`src/smc_pkg.sv`:
```
// package for the switch mac control register bank
package smc_pkg;

  // ------------------------------------------------------------
  // register offsets
  // ------------------------------------------------------------
  localparam logic [7:0] ADDR_CHIP_IDENTITY = 8'h00;
  localparam logic [7:0] ADDR_MAC_MISC_CONFIG = 8'h01;
  localparam logic [7:0] ADDR_BANDWIDTH_MODE = 8'h02;
  localparam logic [7:0] ADDR_PORT_ONE_RATE_LIMIT = 8'h03;
  localparam logic [7:0] ADDR_PORT_TWO_RATE_LIMIT = 8'h04;
  localparam logic [7:0] ADDR_PORT_THREE_RATE_LIMIT = 8'h05;
  localparam logic [7:0] ADDR_RECEIVE_ENABLE = 8'h06;
  localparam logic [7:0] ADDR_RESERVED_SEVEN = 8'h07;
  localparam logic [7:0] ADDR_PRIORITY_CONFIG = 8'h08;
  localparam logic [7:0] ADDR_LOOPBACK_FRAME_FORMAT = 8'h09;
  localparam logic [7:0] ADDR_DATA_PATH_SELECT = 8'h0a;

  // ------------------------------------------------------------
  // reset values
  // ------------------------------------------------------------
  localparam logic [15:0] RST_MAC_MISC_CONFIG = 16'h3892;
  localparam logic [15:0] RST_BANDWIDTH_MODE = 16'h0707;
  localparam logic [15:0] RST_RATE_LIMIT = 16'hffff;
  localparam logic [15:0] RST_RECEIVE_ENABLE = 16'h0007;
  localparam logic [15:0] RST_RESERVED_SEVEN = 16'hffff;
  localparam logic [15:0] RST_PRIORITY_CONFIG = 16'h0000;
  localparam logic [15:0] RST_LOOPBACK_FRAME_FORMAT = 16'h0000;
  localparam logic [15:0] RST_DATA_PATH_SELECT = 16'h00cf;
  localparam logic [15:0] READ_UNMAPPED = 16'h0000;

  // ------------------------------------------------------------
  // mac_misc_config fields
  // ------------------------------------------------------------
  localparam int MISC_BLINK_HI = 14;
  localparam int MISC_BLINK_LO = 13;
  localparam int MISC_LED_MODE_HI = 12;
  localparam int MISC_LED_MODE_LO = 11;
  localparam int MISC_STP_CPU = 10;
  localparam int MISC_AUTH_CPU = 9;
  localparam int MISC_SLOW_FWD = 8;
  localparam int MISC_PAUSE_FLOOD = 5;
  localparam int MISC_BPDU_FLOOD = 4;
  localparam int MISC_IPG_COMP = 3;
  localparam int MISC_BP_CARRIER = 2;
  localparam int MISC_BACKOFF_EN = 1;
  localparam int MISC_DROP16_EN = 0;

  // ------------------------------------------------------------
  // other field positions
  // ------------------------------------------------------------
  localparam int BWM_INGRESS_LO = 8;
  localparam int BWM_EGRESS_LO = 0;
  localparam int RATE_INGRESS_HI = 15;
  localparam int RATE_INGRESS_LO = 8;
  localparam int RATE_EGRESS_HI = 7;
  localparam int RATE_EGRESS_LO = 0;
  localparam int PRI_TAG_EN = 4;
  localparam int LB_BCAST = 7;
  localparam int LB_FMT_HI = 6;
  localparam int LB_FMT_LO = 4;
  localparam int DP_DUAL_PHY = 8;
  localparam int DP_DTE_LO = 6;
  localparam int DP_EXT_LO = 4;
  localparam int DP_SEL_LO = 0;
  localparam int NUM_PORTS = 3;
  localparam int NUM_EXT_PORTS = 2;
  localparam logic [1:0] CPU_PORT = 2'd2;

  // ------------------------------------------------------------
  // rates, timing, frame constants
  // ------------------------------------------------------------
  localparam logic [16:0] STEP_FINE_KBPS = 17'd32;
  localparam logic [16:0] STEP_COARSE_KBPS = 17'd512;
  localparam int IPG_EXTRA_PPM = 80;
  localparam int MAX_COLLISIONS = 16;
  localparam int CLOCK_HZ = 40000000;
  localparam int BLINK_STEP_MS = 50;
  localparam int BLINK_STEP_CYCLES = CLOCK_HZ / 1000 * BLINK_STEP_MS;
  localparam logic [47:0] GROUP_BASE = 48'h0180c2000000;
  localparam logic [3:0] GRP_STP = 4'h0;
  localparam logic [3:0] GRP_PAUSE = 4'h1;
  localparam logic [3:0] GRP_SLOW = 4'h2;
  localparam logic [3:0] GRP_AUTH = 4'h3;
  localparam logic [47:0] DA_BROADCAST = 48'hffffffffffff;
  localparam logic [2:0] LB_FMT_DEFAULT = 3'b000;
  localparam logic [15:0] LB_WORD_DEFAULT = 16'h55aa;
  localparam logic [2:0] PORTS_NONE = 3'b000;
  localparam logic [2:0] PORTS_ALL = 3'b111;
  localparam logic [2:0] PORTS_CPU = 3'b100;
  localparam logic [2:0] PORTS_PAIR = 3'b011;

  // ------------------------------------------------------------
  // types
  // ------------------------------------------------------------
  typedef enum logic [4:0] {
    SMC_PATH_INTERNAL = 5'b00001,
    SMC_PATH_RS232 = 5'b00010,
    SMC_PATH_SMII = 5'b00100,
    SMC_PATH_REV_MII = 5'b01000,
    SMC_PATH_MII = 5'b10000
  } smc_path_t;

  typedef struct packed {
    logic [1:0] led_mode;
    logic ipg_comp;
    logic bp_carrier;
    logic backoff_en;
    logic drop16_en;
    logic [2:0] rx_en;
    logic dual_phy;
    logic [1:0] dte;
    logic [47:0] lb_da;
    logic [15:0] lb_word;
  } smc_cfg_t;

  typedef struct packed {
    logic valid;
    logic [47:0] da;
    logic [1:0] port;
    logic tag_high;
  } smc_frame_t;

  typedef struct packed {
    logic valid;
    logic [2:0] fwd;
    logic absorb;
    logic high_pri;
  } smc_verdict_t;

  typedef struct packed {
    logic [16:0] ingress_kbps;
    logic [16:0] egress_kbps;
  } smc_rate_t;

endpackage : smc_pkg

```
`src/smc_blink.sv`:
```
// led blink generator with selectable half period
`timescale 1ns/10ps
module smc_blink #(
  parameter int STEP_CYCLES = smc_pkg::BLINK_STEP_CYCLES
) (
  // clock and reset
  input wire logic clock_i,
  input wire logic nrst_i,
  input wire logic ce_i,
  // control
  input wire logic [1:0] speed_i,
  // output
  output logic blink_o
);
  import smc_pkg::*;

  logic [31:0] count;
  logic [31:0] half_period;
  logic [1:0] speed_q;

  assign half_period = STEP_CYCLES * (32'(speed_i) + 32'd1);

  always_ff @(posedge clock_i) begin
    if (!nrst_i) begin
      count <= 32'h0;
      blink_o <= 1'b0;
      speed_q <= speed_i;
    end else if (ce_i) begin
      speed_q <= speed_i;
      // restart on speed change, no short half period
      if (speed_i != speed_q) begin
        count <= 32'h0;
      end else if (count >= half_period - 32'd1) begin
        count <= 32'h0;
        blink_o <= ~blink_o;
      end else begin
        count <= count + 32'd1;
      end
    end
  end

endmodule : smc_blink

```
`src/smc_regs.sv`:
```
// mac control register bank with frame verdict logic
`timescale 1ns/10ps
// Contract
// - blink half period 50 to 200 ms
// - two-bit led display mode, default 11
// - stp group frames flood or to cpu
// - auth frames to cpu or follow bpdu
// - slow protocol discarded, else cpu or flood
// - pause absorbed unless flood bit set
// - bpdu range discarded or flooded, default flood
// - optional 80 ppm transmit gap extension
// - back-pressure by collision or carrier sense
// - back-off enable and 16-collision drop
// - per direction step 32 or 512 kbps
// - limit equals step times eight-bit n
// - per port receive enable, default on
// - high priority from port or tag
// - loop-back da unicast or broadcast
// - loop-back payload pattern, default 55aa
// - dual phy stops port one-two forwarding
// - serial port dce or dte select
// - internal phy or external interface
// - external interface code decode, default mii
// - third port is cpu only when flagged
module smc_regs #(
  parameter int BLINK_STEP_CYCLES = smc_pkg::BLINK_STEP_CYCLES,
  // arbitrary neutral identity value
  parameter logic [15:0] CHIP_ID = 16'h0a5c,
  // arbitrary neutral unicast destination
  parameter logic [47:0] LB_UNICAST_DA = 48'h020000000001,
  // payload for undefined format codes
  parameter logic [15:0] LB_WORD_OTHER = 16'h0000
) (
  // clock and reset
  input wire logic clock_i,
  input wire logic nrst_i,
  input wire logic ce_i,
  // register port
  input wire logic [7:0] reg_addr_i,
  input wire logic [15:0] reg_wdata_i,
  input wire logic reg_wr_i,
  input wire logic reg_rd_i,
  output logic [15:0] reg_rdata_o,
  output logic reg_rvalid_o,
  // external configuration
  input wire logic cpu_port_flag_i,
  // frame classification
  input wire smc_pkg::smc_frame_t frame_i,
  output smc_pkg::smc_verdict_t verdict_o,
  // configuration outputs
  output smc_pkg::smc_cfg_t cfg_o,
  output smc_pkg::smc_rate_t [2:0] rate_o,
  output smc_pkg::smc_path_t [1:0] path_o,
  output logic led_blink_o
);
  import smc_pkg::*;

  // ------------------------------------------------------------
  // decode functions
  // ------------------------------------------------------------
  function automatic smc_path_t decode_path(input logic ext, input logic [1:0] sel);
    smc_path_t p;
    p = SMC_PATH_INTERNAL;
    if (ext) begin
      unique case (sel)
        2'b00: p = SMC_PATH_RS232;
        2'b01: p = SMC_PATH_SMII;
        2'b10: p = SMC_PATH_REV_MII;
        2'b11: p = SMC_PATH_MII;
      endcase
    end
    return p;
  endfunction : decode_path

  function automatic logic [16:0] rate_kbps(input logic coarse, input logic [7:0] n);
    logic [16:0] step;
    step = coarse ? STEP_COARSE_KBPS : STEP_FINE_KBPS;
    return 17'(step * {9'h0, n});
  endfunction : rate_kbps

  // ------------------------------------------------------------
  // register storage
  // ------------------------------------------------------------
  logic [15:0] mac_misc_config;
  logic [15:0] bandwidth_mode;
  logic [15:0] rate_limit [NUM_PORTS];
  logic [15:0] receive_enable;
  logic [15:0] priority_config;
  logic [15:0] loopback_frame_format;
  logic [15:0] data_path_select;
  logic wr;

  assign wr = ce_i && reg_wr_i;

  always_ff @(posedge clock_i) begin
    if (!nrst_i) begin
      mac_misc_config <= RST_MAC_MISC_CONFIG;
      bandwidth_mode <= RST_BANDWIDTH_MODE;
      receive_enable <= RST_RECEIVE_ENABLE;
      priority_config <= RST_PRIORITY_CONFIG;
      loopback_frame_format <= RST_LOOPBACK_FRAME_FORMAT;
      data_path_select <= RST_DATA_PATH_SELECT;
    end else if (wr) begin
      unique case (reg_addr_i)
        ADDR_MAC_MISC_CONFIG: mac_misc_config <= reg_wdata_i;
        ADDR_BANDWIDTH_MODE: bandwidth_mode <= reg_wdata_i;
        ADDR_RECEIVE_ENABLE: receive_enable <= reg_wdata_i;
        ADDR_PRIORITY_CONFIG: priority_config <= reg_wdata_i;
        ADDR_LOOPBACK_FRAME_FORMAT: loopback_frame_format <= reg_wdata_i;
        ADDR_DATA_PATH_SELECT: data_path_select <= reg_wdata_i;
        default: ;
      endcase
    end
  end

  for (genvar p = 0; p < NUM_PORTS; p++) begin : g_rate
    always_ff @(posedge clock_i) begin
      if (!nrst_i) begin
        rate_limit[p] <= RST_RATE_LIMIT;
      end else if (wr && reg_addr_i == ADDR_PORT_ONE_RATE_LIMIT + 8'(p)) begin
        rate_limit[p] <= reg_wdata_i;
      end
    end
  end

  // ------------------------------------------------------------
  // read port
  // ------------------------------------------------------------
  logic [15:0] next_rdata;

  always_comb begin
    next_rdata = READ_UNMAPPED;
    unique case (reg_addr_i)
      ADDR_CHIP_IDENTITY: next_rdata = CHIP_ID;
      ADDR_MAC_MISC_CONFIG: next_rdata = mac_misc_config;
      ADDR_BANDWIDTH_MODE: next_rdata = bandwidth_mode;
      ADDR_PORT_ONE_RATE_LIMIT: next_rdata = rate_limit[0];
      ADDR_PORT_TWO_RATE_LIMIT: next_rdata = rate_limit[1];
      ADDR_PORT_THREE_RATE_LIMIT: next_rdata = rate_limit[2];
      ADDR_RECEIVE_ENABLE: next_rdata = receive_enable;
      ADDR_RESERVED_SEVEN: next_rdata = RST_RESERVED_SEVEN;
      ADDR_PRIORITY_CONFIG: next_rdata = priority_config;
      ADDR_LOOPBACK_FRAME_FORMAT: next_rdata = loopback_frame_format;
      ADDR_DATA_PATH_SELECT: next_rdata = data_path_select;
      default: next_rdata = READ_UNMAPPED;
    endcase
  end

  always_ff @(posedge clock_i) begin
    if (!nrst_i) begin
      reg_rdata_o <= READ_UNMAPPED;
      reg_rvalid_o <= 1'b0;
    end else if (ce_i) begin
      reg_rvalid_o <= reg_rd_i;
      if (reg_rd_i) begin
        reg_rdata_o <= next_rdata;
      end
    end
  end

  // ------------------------------------------------------------
  // configuration outputs
  // ------------------------------------------------------------
  smc_cfg_t next_cfg;

  always_comb begin
    next_cfg.led_mode = mac_misc_config[MISC_LED_MODE_HI:MISC_LED_MODE_LO];
    next_cfg.ipg_comp = mac_misc_config[MISC_IPG_COMP];
    next_cfg.bp_carrier = mac_misc_config[MISC_BP_CARRIER];
    next_cfg.backoff_en = mac_misc_config[MISC_BACKOFF_EN];
    next_cfg.drop16_en = mac_misc_config[MISC_DROP16_EN];
    next_cfg.rx_en = receive_enable[NUM_PORTS-1:0];
    next_cfg.dual_phy = data_path_select[DP_DUAL_PHY];
    next_cfg.dte = data_path_select[DP_DTE_LO +: NUM_EXT_PORTS];
    next_cfg.lb_da = loopback_frame_format[LB_BCAST] ? DA_BROADCAST : LB_UNICAST_DA;
    next_cfg.lb_word = (loopback_frame_format[LB_FMT_HI:LB_FMT_LO] == LB_FMT_DEFAULT) ?
                       LB_WORD_DEFAULT : LB_WORD_OTHER;
  end

  always_ff @(posedge clock_i) begin
    if (!nrst_i) begin
      cfg_o <= '0;
    end else if (ce_i) begin
      cfg_o <= next_cfg;
    end
  end

  for (genvar p = 0; p < NUM_PORTS; p++) begin : g_kbps
    always_ff @(posedge clock_i) begin
      if (!nrst_i) begin
        rate_o[p] <= '0;
      end else if (ce_i) begin
        rate_o[p].ingress_kbps <= rate_kbps(bandwidth_mode[BWM_INGRESS_LO + p],
                                            rate_limit[p][RATE_INGRESS_HI:RATE_INGRESS_LO]);
        rate_o[p].egress_kbps <= rate_kbps(bandwidth_mode[BWM_EGRESS_LO + p],
                                           rate_limit[p][RATE_EGRESS_HI:RATE_EGRESS_LO]);
      end
    end
  end

  for (genvar p = 0; p < NUM_EXT_PORTS; p++) begin : g_path
    always_ff @(posedge clock_i) begin
      if (!nrst_i) begin
        path_o[p] <= SMC_PATH_INTERNAL;
      end else if (ce_i) begin
        path_o[p] <= decode_path(data_path_select[DP_EXT_LO + p],
                                 data_path_select[DP_SEL_LO + 2*p +: 2]);
      end
    end
  end

  // ------------------------------------------------------------
  // frame verdict
  // ------------------------------------------------------------
  smc_verdict_t next_verdict;
  logic cpu_mode;
  logic group_hit;
  logic [3:0] group_low;
  logic [2:0] flood;

  always_comb begin
    cpu_mode = cpu_port_flag_i;
    group_hit = (frame_i.da[47:4] == GROUP_BASE[47:4]);
    group_low = frame_i.da[3:0];
    flood = PORTS_ALL & ~(3'b001 << frame_i.port);
    // no forwarding between first two ports
    if (next_cfg.dual_phy && frame_i.port != CPU_PORT) begin
      flood = flood & ~PORTS_PAIR;
    end
    next_verdict.valid = frame_i.valid;
    next_verdict.absorb = 1'b0;
    next_verdict.fwd = flood;
    if (group_hit) begin
      unique case (group_low)
        GRP_STP: next_verdict.fwd = (mac_misc_config[MISC_STP_CPU] && cpu_mode) ?
                                    PORTS_CPU : flood;
        GRP_PAUSE: begin
          next_verdict.absorb = !mac_misc_config[MISC_PAUSE_FLOOD];
          next_verdict.fwd = mac_misc_config[MISC_PAUSE_FLOOD] ? flood : PORTS_NONE;
        end
        GRP_SLOW: begin
          if (!mac_misc_config[MISC_SLOW_FWD]) begin
            next_verdict.fwd = PORTS_NONE;
          end else begin
            next_verdict.fwd = cpu_mode ? PORTS_CPU : flood;
          end
        end
        GRP_AUTH: begin
          if (mac_misc_config[MISC_AUTH_CPU] && cpu_mode &&
              !mac_misc_config[MISC_BPDU_FLOOD]) begin
            next_verdict.fwd = PORTS_CPU;
          end else begin
            next_verdict.fwd = mac_misc_config[MISC_BPDU_FLOOD] ? flood : PORTS_NONE;
          end
        end
        default: next_verdict.fwd = mac_misc_config[MISC_BPDU_FLOOD] ? flood : PORTS_NONE;
      endcase
    end
    if (frame_i.port > CPU_PORT || !receive_enable[frame_i.port]) begin
      next_verdict.fwd = PORTS_NONE;
      next_verdict.absorb = 1'b0;
    end
    next_verdict.high_pri = (frame_i.port <= CPU_PORT && priority_config[frame_i.port]) ||
                            (priority_config[PRI_TAG_EN] && frame_i.tag_high);
  end

  always_ff @(posedge clock_i) begin
    if (!nrst_i) begin
      verdict_o <= '0;
    end else if (ce_i) begin
      verdict_o <= next_verdict;
    end
  end

  // ------------------------------------------------------------
  // led blink
  // ------------------------------------------------------------
  smc_blink #(
    .STEP_CYCLES(BLINK_STEP_CYCLES)
  ) u_blink (
    .clock_i(clock_i),
    .nrst_i(nrst_i),
    .ce_i(ce_i),
    .speed_i(mac_misc_config[MISC_BLINK_HI:MISC_BLINK_LO]),
    .blink_o(led_blink_o)
  );

endmodule : smc_regs

```
`config.mk`:
```
export PLATFORM = sky130hd
export DESIGN_NAME = smc_regs
export DESIGN_NICKNAME = d
export VERILOG_FILES = /design/src/smc_pkg.sv /design/src/smc_blink.sv /design/src/smc_regs.sv
export SDC_FILE = /design/constraint.sdc
export NUM_CORES = 1
export LEC_CHECK = 0
export BUFFER_PORTS_ARGS = -buffer_cell sky130_fd_sc_hd__buf_2
export CAP_MARGIN = 0
export CORE_MARGIN = 1.5
export CORE_UTILIZATION = 30
export DETAILED_ROUTE_END_ITERATION = 7
export GPL_ROUTABILITY_DRIVEN = 0
export REMOVE_ABC_BUFFERS = 1
export SYNTH_ARGS = -nofsm -noshare
export SYNTH_HDL_FRONTEND = slang
export SYNTH_SLANG_ARGS = --single-unit
```
`constraint.sdc`:
```
create_clock -name clock_i -period 4.2 [get_ports clock_i]
set_clock_uncertainty 0.15 [all_clocks]
set_input_delay 0.21 -clock clock_i [delete_from_list [all_inputs] [get_ports clock_i]]
set_output_delay 0.21 -clock clock_i [all_outputs]
set_load 0.03 [all_outputs]
```
==> impl_metrics.tcl <==
set metrics [dict create \
    global_route.overflow_total 0 \
    grt_max_degree 109 \
    final_min_period_over_clock_period_pct 97.7 \
    worst-endpoint-required_ns 4.50 \
    core_um2 52600 \
    drc_marker_count_from_the_first_detailed_route_iteration 1178 \
    layout.cells.non_filler 2787 \
    wire_length_of_the_first_global_routing_pass_um 78800 \
    place.detailed.instances 2680 \
    synth_area_um2 15900 \
    portion_of_netlist_area_occupied_by_mux_cells_pct 6.67 \
    clock_edge_transition_at_the_registers_on_the_reported_setup_and_hold_paths_ns 0.06 \
    synth_xor_area_share_pct 2.20 \
    floorplan.die.width_um 234 \
    async_set_or_reset_register_ratio_after_synthesis_pct 0 \
    critical_path.top_delay_family "simple AND/OR/NAND/NOR gates" \
    ys_seq_elements 299 \
    run_status "complete, no violations" \
    routed-via-count 14100 \
    cell_rows 84 \
    crit_type "flop to flop" \
    timing_hold_violations_final 0 \
    route.detailed.wl_per_inst_um 18.8 \
    p_leak_uw 0.00793 \
    cap_violations 0 \
    area_growth_pct 20.1 \
    clock_sinks 299 \
    vdd_ir_drop_max_uv 219 \
    drv_slew 0 \
    clock-root-buffer "sky130_fd_sc_hd__clkbuf_16" \
    synth-edff-count 50 \
    grt.total_usage_pct 18.8 \
    start_kind "flop" \
    filler_cell_count 5365 \
    routed_wirelength_um 52500 \
    yosys.area_share.simple_pct 21.2 \
    synth_compound_area_share_pct 13.3 \
    crit_fanout 15 \
    vertical_die_dimension_um 234 \
    firstDrtPassIters 5 \
    cts_tree "yes" \
    synthAdderAreaFrac_pct 7.82 \
    cts.path.max_buffers 3 \
    fin_tns_setup_ns 0 \
    register_area_um2 6490 \
    final_core_utilization_pct 36.4 \
    postSynthCellCount 1847 \
    worst_path_cell_chain "inv_2 > ha_4 > xnor2_2 > ha_2 > or2_4 > a221o_1 > or4_1 > ha_2 > nand4_1 > or4_4 > o211ai_1 > buf_4 > buf_12 > o21ai_0 > a21o_1" \
    route.antenna.remaining_nets 0 \
    worstSetupPathDepth 15 \
    critical_path_buf_inv_count 3 \
    critPathCaptureType "flop" \
    worst_ep_arrival_time_ns 4.41 \
    synth_sequential_area_ratio_pct 40.7 \
    synth.avg_cell_area_um2 8.63 \
    holdCritPathClass "primary input to flop" \
    remaining_drc_errors 0 \
    timing.hold.worst_path_depth 5 \
    clock_latency_ns 0.56 \
    antenna_violations_before_repair 4 \
    r2r_cells 15 \
    grt_setup_unrepaired "yes" \
    multi_input_comb_area_um2 8470 \
    clock_tree.htree_level_count 2 \
    max_slew_margin_pct 18.2 \
    place_hpwl_um 36900 \
    drive_gt1_share_pct 20.8 \
    post_synth_num_cell_types 63 \
    timing.final.setup_violations 0 \
    layout.cell_area.non_filler_um2 19200 \
    fp.dieArea_um2 54500 \
    cts_made_buffers 36 \
    floorplan.initialDensity_pct 30.3 \
    report.power.total_uw 7180 \
    nets 2248 \
    ys_top_cells_by_area "sky130_fd_sc_hd__dfxtp_1 (31%), sky130_fd_sc_hd__edfxtp_1 (9.4%), sky130_fd_sc_hd__nand2_1 (7.2%)" \
    placed_area_um2 17400 \
    timing_worst_slew_pin_value_ns 1.23 \
    synth_largest_type_area_fraction_pct 31.3 \
    max_clock_freq_mhz 244 \
    crit_top_cell "sky130_fd_sc_hd__ha_2" \
    p_per_area_nw_per_um2 375 \
    synth_top_family_by_area "simple AND/OR/NAND/NOR gates" \
    synth_flop_cell "sky130_fd_sc_hd__dfxtp_1" \
    synth_area_leader "sky130_fd_sc_hd__dfxtp_1" \
    via_per_inst 5.05 \
    yosysWarnings 0 \
    design.portCount 294 \
    first_global_vias 13200 \
    place.port_buffers 255 \
    post-route-min-period_ns 4.10 \
    timing.critical_path.slowest_stage_cell "sky130_fd_sc_hd__or4_1" \
    cp_slowest_stage_delay_ns 0.53 \
]
## logic make-up after synthesis
| group | count (synthesis) |
|---|---|
| compound gates | 353 |
| xor+xnor | 40 |
| fa+ha+maj | 96 |
| buf+inv | 233 |
| flops | 299 |
| mux | 103 |
| other cells | 2 |
| simple gates | 721 |
## stage by stage
step	worst slack (ns)	hold WS, ns
3_3_place_gp	0.0312	0.286
5_1_grt	-0.0311	0.0724
4_1_cts	0.00144	0.00582
3_5_place_dp	-0.0836	0.294
2_1_floorplan	-5.86	0.122
6_report	0.0972	0.0292
## worst min-delay path: cells and delay by family
family / cells / cell delay [ns]
AOI/OAI and AO/OA: 2 / 0.25
buffers and inverters: 1 / 0.07
and+or+nand+nor: 2 / 0.15
## cell usage in the layout, fill, tap and decap left out, drive strengths merged, types with 11 or more instances in the layout
cell type / instances
a211oi: 28
a21o: 13
a21oi: 175
a31oi: 13
and2: 23
buf: 293
clkbuf: 52
clkinv: 11
conb: 67
dfxtp: 249
dlygate4sd3: 32
edfxtp: 50
ha: 90
inv: 28
mux2: 26
mux2i: 77
nand2: 307
nand2b: 13
nand3: 61
nand4: 16
nor2: 137
nor2b: 43
nor3: 12
nor4: 16
o21ai: 60
o311ai: 11
or2: 36
or3: 26
xnor2: 34
## synthesized netlist by cell type, drive strengths merged (28+ instances only)
| cell type | n |
|---|---|
| a211oi | 28 |
| nor2b | 43 |
| nor2 | 137 |
| nand2 | 307 |
| mux2i | 77 |
| dfxtp | 249 |
| edfxtp | 50 |
| ha | 90 |
| nand3 | 61 |
| o21ai | 60 |
| clkbuf | 89 |
| xnor2 | 34 |
| buf | 117 |
| or2 | 36 |
| a21oi | 175 |
## final cells by class
class                   count  share of cell area (%)
diodes                      1                  0.0131
clock buffers              51                    5.58
clock inverters            15                   0.901
inverters                  27                   0.555
multi-input cells        1380                    44.2
flip-flops and latches    299                    33.9
well taps                 688                    4.49
repair buffers            326                    10.3
## final timing paths
| path | startpoint | slack (ns) | end |
|---|---|---|---|
| worst max-delay path | mac_misc_config[14]$_SDFFE_PN0P_ | 0.1 | u_blink.count[4]$_SDFFE_PN0P_ |
| worst max register to register | mac_misc_config[14]$_SDFFE_PN0P_ | 0.1 | u_blink.count[4]$_SDFFE_PN0P_ |
| worst min register to register | rate_o[101]$_SDFFE_PN0P_ | 0.30 | rate_o[101]$_SDFFE_PN0P_ |
| worst min-delay path | frame_i[6] | 0.03 | verdict_o[3]$_SDFFE_PN0P_ |
## metal layers
| layer | GRT usage (%) | part of all wire [%] |
|---|---|---|
| met3 | 3.75 | 7.0 |
| met2 | 29.9 | 46 |
| met4 | 7.69 | 3.6 |
| met1 | 24.6 | 43 |
| met5 | 0 | 0.069 |
## report_power, final
group          switching, uW  leakage (uW)  internal [uW]
sequential              68.0       0.00252           2990
combinational            558       0.00479            290
clock                   1350      0.000612           1920
total                   1980       0.00793           5200
## registers in the layout (all words and copies together) (netlist names)
register               cells
reg_rdata_o               16
u_blink.count             32
data_path_select          16
verdict_o                  6
u_blink.speed_q            2
priority_config           16
u_blink.blink_o            1
path_o                    10
rate_limit                48
loopback_frame_format     16
cfg_o                     15
rate_o                    72
mac_misc_config           16
reg_rvalid_o               1
receive_enable            16
bandwidth_mode            16
## what timing repair did
| item | CTS | global route |
|---|---|---|
| setup endpoints to repair | 14 | 32 |
| gates resized for setup | 2 | 21 |
| hold buffers | 32 | 0 |
| endpoints found under the hold margin | 138 | 0 |
| pin swaps | 2 | 9 |
| gates cloned | 1 | 1 |
| setup buffers | 2 | 4 |
(Power assumes the default switching activity.)
